[src/synth_pkg.sv]
// synth_pkg: constants for the fractional synthesizer control block
// assumes 32-bit apb register words, one aligned word per register
package synth_pkg;
  // ============================================================
  // register byte addresses
  localparam logic [11:0] ADDR_DIVIDE = 12'h000;
  localparam logic [11:0] ADDR_OSC = 12'h004;
  localparam logic [11:0] ADDR_TX = 12'h008;
  localparam logic [11:0] ADDR_STATUS = 12'h00c;
  // ============================================================
  // divide register fields
  localparam int FRAC_LSB = 0;
  localparam int FRAC_W = 15;
  localparam int INT_LSB = 16;
  localparam int INT_W = 8;
  localparam int SYNTH_EN_BIT = 28;
  localparam int MUX_LSB = 29;
  localparam int MUX_W = 3;
  // oscillator register fields
  localparam int RDIV_LSB = 0;
  localparam int RDIV_W = 3;
  localparam int BAND_HALF_BIT = 13;
  localparam int VBIAS_LSB = 16;
  localparam int VBIAS_W = 4;
  localparam int VADJ_LSB = 20;
  localparam int VADJ_W = 2;
  // transmit register fields
  localparam int AMP_EN_BIT = 4;
  localparam int MODSEL_LSB = 6;
  localparam int MODSEL_W = 3;
  localparam int PWR_LSB = 9;
  localparam int PWR_W = 6;
  localparam int MODNUM_LSB = 15;
  localparam int MODNUM_W = 9;
  localparam int PABIAS_LSB = 30;
  localparam int PABIAS_W = 2;
  // ============================================================
  // reset values and limits
  localparam logic [7:0] INT_MIN = 8'h1f;
  localparam logic [2:0] RDIV_RESET = 3'h1;
  localparam logic [2:0] MUX_REG_READY = 3'h0;
  localparam logic [2:0] MUX_DIG_LOCK = 3'h1;
  localparam logic [2:0] MUX_ANA_LOCK = 3'h2;
  localparam logic [2:0] MOD_FSK = 3'h0;
  localparam logic [31:0] DIVIDE_RESET = 32'h001f_0000;
  localparam logic [31:0] OSC_RESET = 32'h0000_0001;
  localparam logic [31:0] TX_RESET = 32'h0000_0000;
  // ============================================================
  // timing
  localparam int CLK_HZ = 20_000_000;
  localparam int LOCK_SET_NS = 15;
  localparam int LOCK_DROP_NS = 25;
  localparam int LOCK_SET_CYC = (LOCK_SET_NS * CLK_HZ) / 1_000_000_000 > 0 ?
                                (LOCK_SET_NS * CLK_HZ) / 1_000_000_000 : 1;
  localparam int LOCK_DROP_CYC = (LOCK_DROP_NS * CLK_HZ + 999_999_999) / 1_000_000_000;
  localparam int LOCK_COUNT = 5;
  localparam int REG_READY_US = 50;
  localparam int REG_READY_CYC = REG_READY_US * (CLK_HZ / 1_000_000);
endpackage : synth_pkg
[src/sd_modulator.sv]
// sd_modulator: first-order sigma-delta dithering of the integer modulus
// assumes a one-cycle advance pulse per feedback divider period
`timescale 1ns/1ps
module sd_modulator #(
  parameter int ACC_W = 15
) (
  input wire logic pclk, // clock
  input wire logic presetn, // async reset, active low
  input wire logic clear, // synchronous wipe
  input wire logic advance, // one step per divider cycle
  input wire logic [ACC_W-1:0] frac, // fractional word
  output logic carry // add one to modulus this cycle
);
  logic [ACC_W-1:0] acc_r;
  logic [ACC_W:0] sum;
  // accumulate the fraction; overflow selects modulus plus one
  assign sum = {1'b0, acc_r} + {1'b0, frac};
  assign carry = advance & sum[ACC_W];
  always_ff @(posedge pclk or negedge presetn) begin
    if (!presetn) begin
      acc_r <= '0;
    end else if (clear) begin
      acc_r <= '0;
    end else if (advance) begin
      acc_r <= sum[ACC_W-1:0];
    end
  end
endmodule : sd_modulator

[src/synth_ctrl.sv]
// synth_ctrl: register file, feedback divider, fsk offset and lock detect
// assumes apb master, chip enable and phase error comparator inputs sync to pclk
`timescale 1ns/1ps
module synth_ctrl
  import synth_pkg::*;
#(
  parameter int REG_READY_CYCLES = REG_READY_CYC,
  parameter int INT_W_P = 8
) (
  input wire logic pclk, // apb clock, 20 mhz
  input wire logic presetn, // async reset, active low
  input wire logic psel, // apb select
  input wire logic penable, // apb enable
  input wire logic pwrite, // apb direction
  input wire logic [11:0] paddr, // apb byte address
  input wire logic [31:0] pwdata, // apb write data
  output logic [31:0] prdata, // apb read data
  output logic pready, // apb ready
  output logic pslverr, // apb error
  input wire logic chip_en, // chip enable, high active
  input wire logic xtal_tick, // one pulse per crystal cycle
  input wire logic vco_tick, // one pulse per vco feedback cycle
  input wire logic phase_err_valid, // comparison done this cycle
  input wire logic [7:0] phase_err_cycles, // error width in pclk cycles
  input wire logic transmit_bit_input, // fsk data bit
  output logic ref_clk_pulse, // phase comparator reference pulse
  output logic fb_clk_pulse, // feedback divider output pulse
  output logic vco_enable, // oscillator and loop on
  output logic band_halving_bit, // extra divide by two after loop
  output logic [3:0] vco_bias, // oscillator bias setting
  output logic [1:0] vco_adjust, // oscillator recenter
  output logic amp_enable_bit, // output stage on
  output logic [5:0] pa_power, // output power field
  output logic [1:0] pa_bias, // amplifier bias field
  output logic regulators_on, // regulators enabled
  output logic status_mux_output_o, // status mux level
  output logic status_mux_output_oe // output enable, low drives the pin
);
  // ============================================================
  // elaboration check
  if (INT_W_P != 8 || REG_READY_CYCLES < 1 || REG_READY_CYCLES > 65536) begin : g_bad
    $error("synth_ctrl: unsupported parameter");
  end

  typedef enum logic [1:0] {LK_IDLE, LK_COUNT, LK_LOCKED} lock_e;

  logic [31:0] divide_r;
  logic [31:0] osc_r;
  logic [31:0] tx_r;
  logic [31:0] prdata_r;
  logic pready_r;
  logic pslverr_r;
  logic [15:0] ready_cnt_r;
  logic reg_ready_r;
  logic [2:0] rcnt_r;
  logic ref_pulse_r;
  logic [23:0] ncnt_r;
  logic fb_pulse_r;
  lock_e lock_st_r;
  lock_e lock_st_nxt;
  logic [2:0] good_cnt_r;
  logic [2:0] good_cnt_nxt;
  logic dig_lock_r;
  logic ana_pulse_r;
  logic mux_r;
  logic mux_oe_r;
  logic [7:0] cfg_r_vco_bias;
  logic chip_en_r;

  // ============================================================
  // apb decode
  function automatic logic hit(input logic [11:0] a, input logic [11:0] base);
    hit = (a == base);
  endfunction : hit

  wire setup_ok = psel & ~penable;
  wire access = psel & penable;
  wire sel_div = hit(paddr, ADDR_DIVIDE);
  wire sel_osc = hit(paddr, ADDR_OSC);
  wire sel_tx = hit(paddr, ADDR_TX);
  wire sel_st = hit(paddr, ADDR_STATUS);
  wire mapped = sel_div | sel_osc | sel_tx | sel_st;
  // writes accepted only while chip enabled and regulator ready
  wire wr_ok = access & pwrite & chip_en & reg_ready_r;
  wire wr_div = wr_ok & sel_div;
  wire wr_osc = wr_ok & sel_osc;
  wire wr_tx = wr_ok & sel_tx;

  // integer field clamped to the pulse-swallow minimum
  wire [7:0] int_wr = pwdata[INT_LSB +: INT_W];
  wire [7:0] int_fix = (int_wr < INT_MIN) ? INT_MIN : int_wr;
  // fraction limited to 14 bits of resolution over 2^15
  wire [14:0] frac_wr = {1'b0, pwdata[FRAC_LSB +: FRAC_W-1]};
  wire [2:0] rdiv_wr = pwdata[RDIV_LSB +: RDIV_W];
  wire [2:0] rdiv_fix = (rdiv_wr == 3'h0) ? RDIV_RESET : rdiv_wr;

  wire [31:0] div_wdata = {pwdata[31:24], int_fix, pwdata[15], frac_wr};
  wire [31:0] osc_wdata = {pwdata[31:3], rdiv_fix};
  wire [31:0] status_word = {29'h0, dig_lock_r, chip_en, reg_ready_r};
  wire [31:0] rd_mux = sel_div ? divide_r :
                       sel_osc ? osc_r :
                       sel_tx ? tx_r :
                       sel_st ? status_word : 32'h0;

  // apb answer: ready in the access cycle, error on unmapped address
  always_ff @(posedge pclk or negedge presetn) begin
    if (!presetn) begin
      pready_r <= 1'b0;
      pslverr_r <= 1'b0;
      prdata_r <= 32'h0;
    end else begin
      pready_r <= setup_ok;
      pslverr_r <= setup_ok & ~mapped;
      prdata_r <= (setup_ok & ~pwrite) ? rd_mux : 32'h0;
    end
  end
  assign pready = pready_r;
  assign pslverr = pslverr_r;
  assign prdata = prdata_r;
  wire access_done = access & pready_r;

  // configuration registers, wiped while chip enable is low
  always_ff @(posedge pclk or negedge presetn) begin
    if (!presetn) begin
      divide_r <= DIVIDE_RESET;
      osc_r <= OSC_RESET;
      tx_r <= TX_RESET;
    end else if (!chip_en) begin
      divide_r <= DIVIDE_RESET;
      osc_r <= OSC_RESET;
      tx_r <= TX_RESET;
    end else if (access_done) begin
      if (wr_div) divide_r <= div_wdata;
      if (wr_osc) osc_r <= osc_wdata;
      if (wr_tx) tx_r <= pwdata;
    end
  end

  // ============================================================
  // regulator ready timer
  always_ff @(posedge pclk or negedge presetn) begin
    if (!presetn) begin
      ready_cnt_r <= 16'h0;
      reg_ready_r <= 1'b0;
    end else if (!chip_en) begin
      ready_cnt_r <= 16'h0;
      reg_ready_r <= 1'b0;
    end else if (ready_cnt_r == 16'(REG_READY_CYCLES - 1)) begin
      reg_ready_r <= 1'b1;
    end else begin
      ready_cnt_r <= ready_cnt_r + 16'h1;
    end
  end

  // ============================================================
  // reference divider: one pulse per r crystal ticks
  wire [2:0] rdiv = osc_r[RDIV_LSB +: RDIV_W];
  always_ff @(posedge pclk or negedge presetn) begin
    if (!presetn) begin
      rcnt_r <= 3'h0;
      ref_pulse_r <= 1'b0;
    end else if (!chip_en) begin
      rcnt_r <= 3'h0;
      ref_pulse_r <= 1'b0;
    end else begin
      ref_pulse_r <= 1'b0;
      if (xtal_tick) begin
        if (rcnt_r >= rdiv - 3'h1) begin
          rcnt_r <= 3'h0;
          ref_pulse_r <= 1'b1;
        end else begin
          rcnt_r <= rcnt_r + 3'h1;
        end
      end
    end
  end

  // ============================================================
  // feedback divider with fsk offset and sigma-delta dither
  wire synth_enable_bit = divide_r[SYNTH_EN_BIT];
  wire [7:0] int_n = divide_r[INT_LSB +: INT_W];
  wire [14:0] frac_n = divide_r[FRAC_LSB +: FRAC_W];
  wire [8:0] modnum = tx_r[MODNUM_LSB +: MODNUM_W];
  wire fsk_sel = (tx_r[MODSEL_LSB +: MODSEL_W] == MOD_FSK);
  // deviation modnum/2^14 equals 2*modnum/2^15 in divide units
  wire [23:0] centre = {1'b0, int_n, frac_n};
  wire [23:0] dev = {14'h0, modnum, 1'b0};
  wire [23:0] n_word = !fsk_sel ? centre :
                       transmit_bit_input ? centre + dev : centre - dev;
  wire [8:0] n_int = n_word[23:15];
  wire [14:0] n_frac = n_word[14:0];
  wire carry;
  wire fb_end = vco_tick & (ncnt_r[8:0] == 9'h0);
  wire run = chip_en & synth_enable_bit;

  sd_modulator #(
    .ACC_W(FRAC_W)
  ) u_sd (
    .pclk(pclk),
    .presetn(presetn),
    .clear(~run),
    .advance(fb_end),
    .frac(n_frac),
    .carry(carry)
  );

  // count down integer modulus, plus one when the modulator carries
  always_ff @(posedge pclk or negedge presetn) begin
    if (!presetn) begin
      ncnt_r <= 24'h0;
      fb_pulse_r <= 1'b0;
    end else if (!run) begin
      ncnt_r <= 24'h0;
      fb_pulse_r <= 1'b0;
    end else begin
      fb_pulse_r <= fb_end;
      if (fb_end) begin
        ncnt_r <= {15'h0, n_int - 9'h1 + {8'h0, carry}};
      end else if (vco_tick) begin
        ncnt_r <= ncnt_r - 24'h1;
      end
    end
  end

  // ============================================================
  // digital lock detect
  // small means strictly under the set threshold; one cycle is already too wide
  wire small_err = phase_err_valid & (phase_err_cycles < 8'(LOCK_SET_CYC));
  wire big_err = phase_err_valid & (phase_err_cycles >= 8'(LOCK_DROP_CYC));
  always_comb begin
    lock_st_nxt = lock_st_r;
    good_cnt_nxt = good_cnt_r;
    case (lock_st_r)
      LK_IDLE: begin
        if (small_err) begin
          lock_st_nxt = LK_COUNT;
          good_cnt_nxt = 3'h1;
        end
      end
      LK_COUNT: begin
        if (phase_err_valid && !small_err) begin
          lock_st_nxt = LK_IDLE;
          good_cnt_nxt = 3'h0;
        end else if (small_err) begin
          good_cnt_nxt = good_cnt_r + 3'h1;
          if (good_cnt_r == 3'(LOCK_COUNT - 1)) lock_st_nxt = LK_LOCKED;
        end
      end
      LK_LOCKED: begin
        if (big_err) begin
          lock_st_nxt = LK_IDLE;
          good_cnt_nxt = 3'h0;
        end
      end
      default: begin
        lock_st_nxt = LK_IDLE;
        good_cnt_nxt = 3'h0;
      end
    endcase
  end

  always_ff @(posedge pclk or negedge presetn) begin
    if (!presetn) begin
      lock_st_r <= LK_IDLE;
      good_cnt_r <= 3'h0;
      dig_lock_r <= 1'b0;
      ana_pulse_r <= 1'b0;
    end else if (!run) begin
      lock_st_r <= LK_IDLE;
      good_cnt_r <= 3'h0;
      dig_lock_r <= 1'b0;
      ana_pulse_r <= 1'b0;
    end else begin
      lock_st_r <= lock_st_nxt;
      good_cnt_r <= good_cnt_nxt;
      dig_lock_r <= (lock_st_nxt == LK_LOCKED);
      // analog form: one-cycle low pulse per nonzero error
      ana_pulse_r <= phase_err_valid & (phase_err_cycles != 8'h0);
    end
  end

  // ============================================================
  // status mux: oe low drives the pin; analog mode only ever drives low
  wire [2:0] mux_sel = divide_r[MUX_LSB +: MUX_W];
  wire mux_level = (mux_sel == MUX_DIG_LOCK) ? dig_lock_r :
                   (mux_sel == MUX_ANA_LOCK) ? ~ana_pulse_r :
                   reg_ready_r;
  always_ff @(posedge pclk or negedge presetn) begin
    if (!presetn) begin
      mux_r <= 1'b0;
      mux_oe_r <= 1'b0;
    end else begin
      mux_r <= (mux_sel == MUX_ANA_LOCK) ? 1'b0 : mux_level;
      mux_oe_r <= (mux_sel == MUX_ANA_LOCK) ? mux_level : 1'b0;
    end
  end
  assign status_mux_output_o = mux_r;
  assign status_mux_output_oe = mux_oe_r;

  // ============================================================
  // analog-side controls taken straight from registers
  assign cfg_r_vco_bias = {4'h0, osc_r[VBIAS_LSB +: VBIAS_W]};
  assign vco_enable = divide_r[SYNTH_EN_BIT];
  assign band_halving_bit = osc_r[BAND_HALF_BIT];
  assign vco_bias = cfg_r_vco_bias[3:0];
  assign vco_adjust = osc_r[VADJ_LSB +: VADJ_W];
  assign amp_enable_bit = tx_r[AMP_EN_BIT];
  assign pa_power = tx_r[PWR_LSB +: PWR_W];
  assign pa_bias = tx_r[PABIAS_LSB +: PABIAS_W];
  assign ref_clk_pulse = ref_pulse_r;
  assign fb_clk_pulse = fb_pulse_r;
  assign regulators_on = chip_en_r;

  // regulator enable follows chip enable, registered
  always_ff @(posedge pclk or negedge presetn) begin
    if (!presetn) chip_en_r <= 1'b0;
    else chip_en_r <= chip_en;
  end
endmodule : synth_ctrl

[config.mk]
export PLATFORM = sky130hd
export DESIGN_NAME = synth_ctrl
export DESIGN_NICKNAME = d
export VERILOG_FILES = /design/src/synth_pkg.sv /design/src/sd_modulator.sv /design/src/synth_ctrl.sv
export SDC_FILE = /design/constraint.sdc
export NUM_CORES = 1
export LEC_CHECK = 0
export BUFFER_PORTS_ARGS = -buffer_cell sky130_fd_sc_hd__buf_2
export CORE_MARGIN = 1
export CORE_UTILIZATION = 35
export CTS_BUF_LIST = sky130_fd_sc_hd__clkbuf_8
export CTS_CLUSTER_DIAMETER = 60
export DETAILED_ROUTE_END_ITERATION = 16
export PLACE_DENSITY_LB_ADDON = 0.1
export SYNTH_ARGS = -nofsm -noshare
export SYNTH_HDL_FRONTEND = slang
export SYNTH_HIERARCHICAL = 1
export SYNTH_SLANG_ARGS = --single-unit
[constraint.sdc]
create_clock -name pclk -period 6.3 [get_ports pclk]
set_input_delay 1.26 -clock pclk [delete_from_list [all_inputs] [get_ports pclk]]
set_output_delay 1.26 -clock pclk [all_outputs]
set_load 0.005 [all_outputs]
==> impl_metrics.yaml, run 1 <==
run_status:
  status: "finished, violations left"
  violations: "DRC"
layout:
  finalNetCount: 1409
  final_layout_size_suffix_gt1_share_pct: 14.7
  instances_no_fill: 1702
  diodes: 0
  area_growth_pct: 10.3
synthesis:
  ys.flop_type: "dfrtp_1"
  synthCells: 1226
  avgSynthCellArea_um2: 9.01
  synth_commonest_cells: "nand2_1, dfrtp_1, nor2_1"
  synth.yosys.seq_area_share_pct: 42.0
  ys_warn_count: 6
  synth.distinct_cells: 83
  async_flop_share_pct: 100
  yosysTopAreaCell: "dfrtp_1"
  synth_edf_count: 0
  synth.top_cell.area_share_pct: 40.5
  syn-num-nets: 1342
  synth_most_common_cell: "nand2_1"
  ys_seq_elements: 185
  synth_area_leaders: "dfrtp_1, nand2_1, a21boi_0, ha_1, mux2i_1"
  syn_area_mm2: 0.0111
power:
  p_int_mw: 1.55
  p_clk_share_pct: 36.7
  p_per_area_mw_per_mm2: 170
  p_sw_share_pct: 25.0
  p_leak_nw: 5.61
  ir_drop_uv: 114
  p_seq_share_pct: 57.6
  power_frac_comb_pct: 5.7
  power_mw: 2.07
  p_sw_mw: 0.516
grt:
  grt_max_degree: 82
  grt_pass1_wl_um: 48700
  globalRouteOverflowTotal: 0
  first_global_vias: 8697
  antenna_found_initial: 2
  track_usage_pct: 19.2
die:
  initial_core_util_pct: 35.8
  core_area_mm2: 0.0308
  die_area_mm2: 0.0323
  rows: 64
  fp.dieH_um: 180
  io_pins: 118
  die_w_um: 180
placement:
  finalWeightedCongestion: 0.856
  dpl.hpwl_um: 20700
  placed_cells: 1670
  portBuffers: 117
clock_tree:
  htree_levels: 4
  ctsRootBufferMaster: "clkbuf_8"
  cts.hold.buffers_added: 0
  clk_latency_ns: 0.49
  clk_pin_slew_worst_paths_ns: 0.10
  cts_tree: "done"
  numCtsBuffers: 17
  cts_buffer_depth: 2
  post_cts_resized: 0
  clkSinkCount: 185
  cts_setup_buffers: 0
routing:
  drcViolationCount: 6
  detail-route-antenna-nets: 0
  wl_um: 30300
  vias_per_cell: 5.20
  dr.pass1.iters: 11
  wl_per_cell_um: 17.8
  drtIter0Drc: 693
  routed-via-count: 8845
setup_path:
  path_class: "reg -> reg"
  crit_arrival_ns: 5.88
  r2r_setup_slack_ns: 0.84
  startpoint_type: "flop"
  crit_fanout: 5
  endpoint_kind: "flop"
  required_ns: 6.72
timing:
  hold_viol_final: 0
  fin_crit_sh_pct: 86.7
  period_minus_slack_ns: 5.46
  tightest_slew_ns: 0.990
  finalSetupViolCount: 0
  rsz0062_at_grt: "no"
  maxSlewViolCount: 0
  fmax_mhz: 183
  skew_ns: 0.0152
  maxSlewHeadroom_pct: 34.0
  tns_ns: 0
run:
  cap_viol_max_count: 0
hold_path:
  hold_path.class: "reg -> reg"
[state kept, by name, indices dropped and copies added, names as in the netlist]
name	cells
good_cnt_r	3
osc_r	32
ana_pulse_r	1
ncnt_r	9
regulators_on	1
dig_lock_r	1
status_mux_output_o	1
u_sd/acc_r	15
fb_clk_pulse	1
divide_r	31
status_mux_output_oe	1
pslverr	1
rcnt_r	3
pready	1
prdata	32
tx_r	32
ref_clk_pulse	1
ready_cnt_r	16
reg_ready_r	1
lock_st_r	2
[placed cells by master, fill, tap and decap left out, types with 6 or more instances in the layout]
cell type / instances
nand2_1: 239
dfrtp_1: 179
buf_2: 116
nor2_1: 108
a21boi_0: 95
a21oi_1: 74
ha_1: 52
mux2i_1: 47
xnor2_1: 34
o21ai_0: 31
inv_1: 29
nand3_1: 22
and2_1: 21
clkbuf_8: 20
xor2_1: 19
nor3_1: 17
a21o_1: 17
nand4_1: 14
nor2b_1: 12
buf_4: 12
a31oi_1: 9
nor4_1: 8
o211ai_1: 8
a211oi_1: 8
or3_1: 7
nand2b_1: 7
dfstp_2: 6
[worst max-delay path: stages, from the launching register on]
cell	delay [ns]
dfrtp_1	0.46
nor4_2	0.48
and3_1	0.22
ha_1	0.22
mux2_2	0.28
ha_1	0.37
nand2_1	0.11
a2111o_1	0.37
and2_1	0.23
o21ai_0	0.22
xnor2_1	0.15
o21ai_0	0.11
ha_1	0.39
nand2_1	0.09
o211ai_1	0.29
a211oi_1	0.12
nor2_1	0.12
inv_1	0.05
ha_1	0.20
ha_1	0.22
and2_4	0.15
nor2b_1	0.13
or3b_1	0.34
nand3_1	0.07
[through the flow]
stage | instance area (µm²) | worst slack [ns] | hold slack [ns] | utilization (%)
2_1_floorplan | 11100 | 0.796 | 0.384 | -
3_3_place_gp | 11800 | 0.471 | 0.422 | 38.4
3_5_place_dp | 11800 | 0.408 | 0.402 | 38.4
4_1_cts | 12200 | 0.836 | 0.429 | 39.5
5_1_grt | 12200 | 0.498 | 0.434 | 39.5
6_report | 12200 | 0.837 | 0.422 | 39.5
[logic make-up (layout without fill, tap and decap cells)]
kind of cell | Yosys count | in the layout | synth area share, %
simple gates | 491 | 491 | 20.2
compound gates | 286 | 286 | 17.8
flops | 185 | 185 | 42.0
buf+inv | 105 | 185 | 4.71
fa+ha+maj | 54 | 54 | 6.25
xor+xnor | 53 | 53 | 4.20
mux | 52 | 52 | 4.89
[area by class of cell]
class / instances / area (µm²)
fillers: 3147 / 18600
clock inverters: 13 / 93.8
multi-input cells: 936 / 5910
clock buffers: 19 / 262
well taps: 396 / 495
inverters: 24 / 104
flip-flops and latches: 185 / 4640
repair buffers: 129 / 684
[power by group through the flow]
stage | registers [mW] | clock network (mW) | logic (mW)
after CTS | 1.19 | 0.791 | 0.121
after detailed placement | 1.21 | 0 | 0.121
after global placement | 1.21 | 0 | 0.120
after global routing | 1.19 | 0.826 | 0.131
final | 1.19 | 0.760 | 0.117
after floorplan | 1.21 | 0 | 0.0483
[routing by layer]
metal	share of wire (%)	track usage, %
met3	4.3	3.55
met4	1.0	4.90
met1	49	26.8
met2	46	30.7
met5	0.026	0
[final timing paths]
check | depth (start not counted) | startpoint | endpoint
min in group asynchronous | 1 | presetn | tx_r[10]$_DFFE_PN0P_
max in group asynchronous | 2 | presetn | prdata[22]$_DFF_PN0_
min | 1 | ana_pulse_r$_DFF_PN0_ | status_mux_output_oe$_DFF_PN0_
max reg2reg | 23 | tx_r[21]$_DFFE_PN0P_ | ncnt_r[6]$_DFFE_PN0P_
min reg2reg | 1 | ana_pulse_r$_DFF_PN0_ | status_mux_output_oe$_DFF_PN0_
max | 23 | tx_r[21]$_DFFE_PN0P_ | ncnt_r[6]$_DFFE_PN0P_
No activity file was read; power rests on OpenSTA's default activity.
==> run 2: changes to the inputs <==
ABC_AREA = 1   (was not set)
PLACE_DENSITY = 0.6   (was not set)
PLACE_DENSITY_LB_ADDON = not set   (was 0.1)
==> run 2 against run 1 <==
Compared with the run above:
- the flow now finishes without violations
- critical endpoint is now ncnt_r[4]$_DFFE_PN0P_
- critical path type is now in -> reg
- largest power group unchanged
- flip-flop and latch count unchanged
- register-to-register slack improved by 0.59 ns
- synthesized cell count increased by 17%
- critical path depth up 4
- first-iteration DRC count rose by 17%
- die area up 0.43%
- highest routed layer is now met4
==> impl_metrics.yaml, run 2 <==
clock_tree:
  cts_setup_buffers: 0
  cts_tree: "done"
  cts_buffer_depth: 2
  clkSinkCount: 185
  numCtsBuffers: 17
  post_cts_resized: 0
  cts.hold.buffers_added: 0
  ctsRootBufferMaster: "clkbuf_8"
  clk_latency_ns: 0.48
  clk_pin_slew_worst_paths_ns: 0.12
  htree_levels: 4
synthesis:
  syn_area_mm2: 0.0111
  avgSynthCellArea_um2: 7.73
  async_flop_share_pct: 100
  ys.flop_type: "dfrtp_1"
  yosysTopAreaCell: "dfrtp_1"
  synth.distinct_cells: 53
  synth_edf_count: 0
  ys_warn_count: 6
  synth.top_cell.area_share_pct: 40.4
  synth.yosys.seq_area_share_pct: 41.8
  synth_area_leaders: "dfrtp_1, nand2_1, ha_1, inv_1, o21ai_0"
  synthCells: 1436
  synth_most_common_cell: "nand2_1"
  syn-num-nets: 1552
  ys_seq_elements: 185
  synth_commonest_cells: "nand2_1, dfrtp_1, inv_1"
die:
  io_pins: 118
  die_area_mm2: 0.0324
  die_w_um: 180
  initial_core_util_pct: 35.9
  fp.dieH_um: 180
  rows: 64
  core_area_mm2: 0.0309
routing:
  detail-route-antenna-nets: 0
  vias_per_cell: 5.12
  dr.pass1.iters: 5
  wl_per_cell_um: 16.0
  drcViolationCount: 0
  routed-via-count: 9866
  wl_um: 30900
  drtIter0Drc: 809
setup_path:
  crit_family: "compound AO/OA/AOI/OAI gates"
  crit_fanout: 12
  crit_top_cell: "a21oi_1"
  crit_arrival_ns: 5.43
  path_class: "in -> reg"
  crit_slowest_cell: "ha_1"
  slowest_delay_ns: 0.40
  endpoint_kind: "flop"
  startpoint_type: "input port"
  path_buf_inv: 5
  required_ns: 6.68
run:
  cap_viol_max_count: 0
timing:
  period_minus_slack_ns: 5.06
  tightest_slew_ns: 1.14
  finalSetupViolCount: 0
  setup_slack_ns: 1.24
  tns_ns: 0
  maxSlewHeadroom_pct: 23.7
  maxSlewViolCount: 0
  fin_crit_sh_pct: 80.3
  skew_ns: 0.0220
  rsz0062_at_grt: "no"
  fmax_mhz: 198
  hold_viol_final: 0
grt:
  grt_pass1_wl_um: 50600
  globalRouteOverflowTotal: 0
  track_usage_pct: 19.5
  grt_max_degree: 74
  antenna_found_initial: 0
  first_global_vias: 9545
layout:
  final_util_pct: 40.1
  final_layout_size_suffix_gt1_share_pct: 15.6
  finalNetCount: 1634
  n_fill_cell: 3192
  layout_common_cells: "nand2_1, dfrtp_1, inv_1"
  area_growth_pct: 11.6
  diodes: 0
  final_common_cell: "nand2_1"
placement:
  dpl.hpwl_um: 22300
  finalWeightedCongestion: 0.883
  portBuffers: 117
  place_ws_ns: 0.734
run_status:
  status: "finished, final reports clean"
power:
  ir_drop_uv: 136
  p_per_area_mw_per_mm2: 224
  p_leak_nw: 6.49
hold_path:
  hold_path.class: "reg -> reg"
==> run 2: cell types whose count changed after synthesis, moves of 18 or more <==
cell      previous run  this run
and2_1              22         1
o211ai_1             8        37
a21boi_0            95         0
nand2_1            239       385
nand3_1             22        66
xnor2_1             34         6
a21oi_1             74        53
clkbuf_1            50        28
o21ai_1              4        67
nand2_2              0        18
nor2_1             108        89
mux2i_1             47         0
o21ai_0             31        74
inv_1               22       159
==> run 2: report_power, final <==
group	switching, mW	leakage, nW	internal [mW]
clock	0.501	0.228	0.423
sequential	0.0464	2.47	1.24
combinational	0.380	3.79	0.190
==> run 2: final timing paths <==
path	start	to	slack [ns]	cells past startpoint
min	ana_pulse_r$_DFF_PN0_	status_mux_output_oe$_DFF_PN0_	0.48	1
min reg2reg	ana_pulse_r$_DFF_PN0_	status_mux_output_oe$_DFF_PN0_	0.48	1
max	transmit_bit_input	ncnt_r[4]$_DFFE_PN0P_	1.24	27
max in group asynchronous	presetn	osc_r[1]$_DFFE_PN0P_	4.24	2
min in group asynchronous	presetn	prdata[4]$_DFF_PN0_	0.76	1
max reg2reg	tx_r[15]$_DFFE_PN0P_	ncnt_r[4]$_DFFE_PN0P_	1.43	31
==> run 2: through the flow <==
step,cells,total power [mW],hold slack [ns],area [µm²]
6_report,1926,2.78,0.477,12400
5_1_grt,1926,2.93,0.476,12400
4_1_cts,1926,2.80,0.476,12400
3_5_place_dp,1895,1.88,0.468,11900
3_3_place_gp,1895,1.87,0.461,11900
2_1_floorplan,1436,1.70,0.403,11100
==> run 2: worst register-to-register path: cells and delay by family, from the launching register on <==
| kind | cells | cell delay (ns) |
|---|---|---|
| buf+inv | 4 | 0.34 |
| fa+ha+maj | 6 | 1.66 |
| compound gates | 6 | 0.79 |
| flops | 1 | 0.41 |
| simple gates | 15 | 1.57 |
==> run 2: metal layers <==
layer	up-vias	GRT usage, %	share of wire [%]
li1	4898	-	-
met1	4657	27.5	49
met2	276	30.8	44
met3	35	2.85	4.5
met4	0	6.22	2.2
met5	-	0	0
==> run 2: cell families (layout without fill, tap and decap cells) <==
logic type / Yosys count / in the layout / synth area share [%]
AO/OA/AOI/OAI: 283 / 283 / 15.3
buffers and inverters: 238 / 332 / 8.86
XOR/XNOR: 23 / 23 / 1.81
AND/OR/NAND/NOR: 653 / 653 / 26.0
flip-flops: 185 / 185 / 41.8
adder cells (fa/ha/maj): 54 / 54 / 6.22
==> run 2: cell type report <==
type                    instances  area, µm²  share of cell area, %
clock buffers                  18        248                   2.00
flip-flops and latches        185       4640                   37.4
multi-input cells            1013       5490                   44.3
well taps                     396        495                   4.00
repair buffers                124        647                   5.22
inverters                     177        664                   5.36
clock inverters                13        208                   1.68
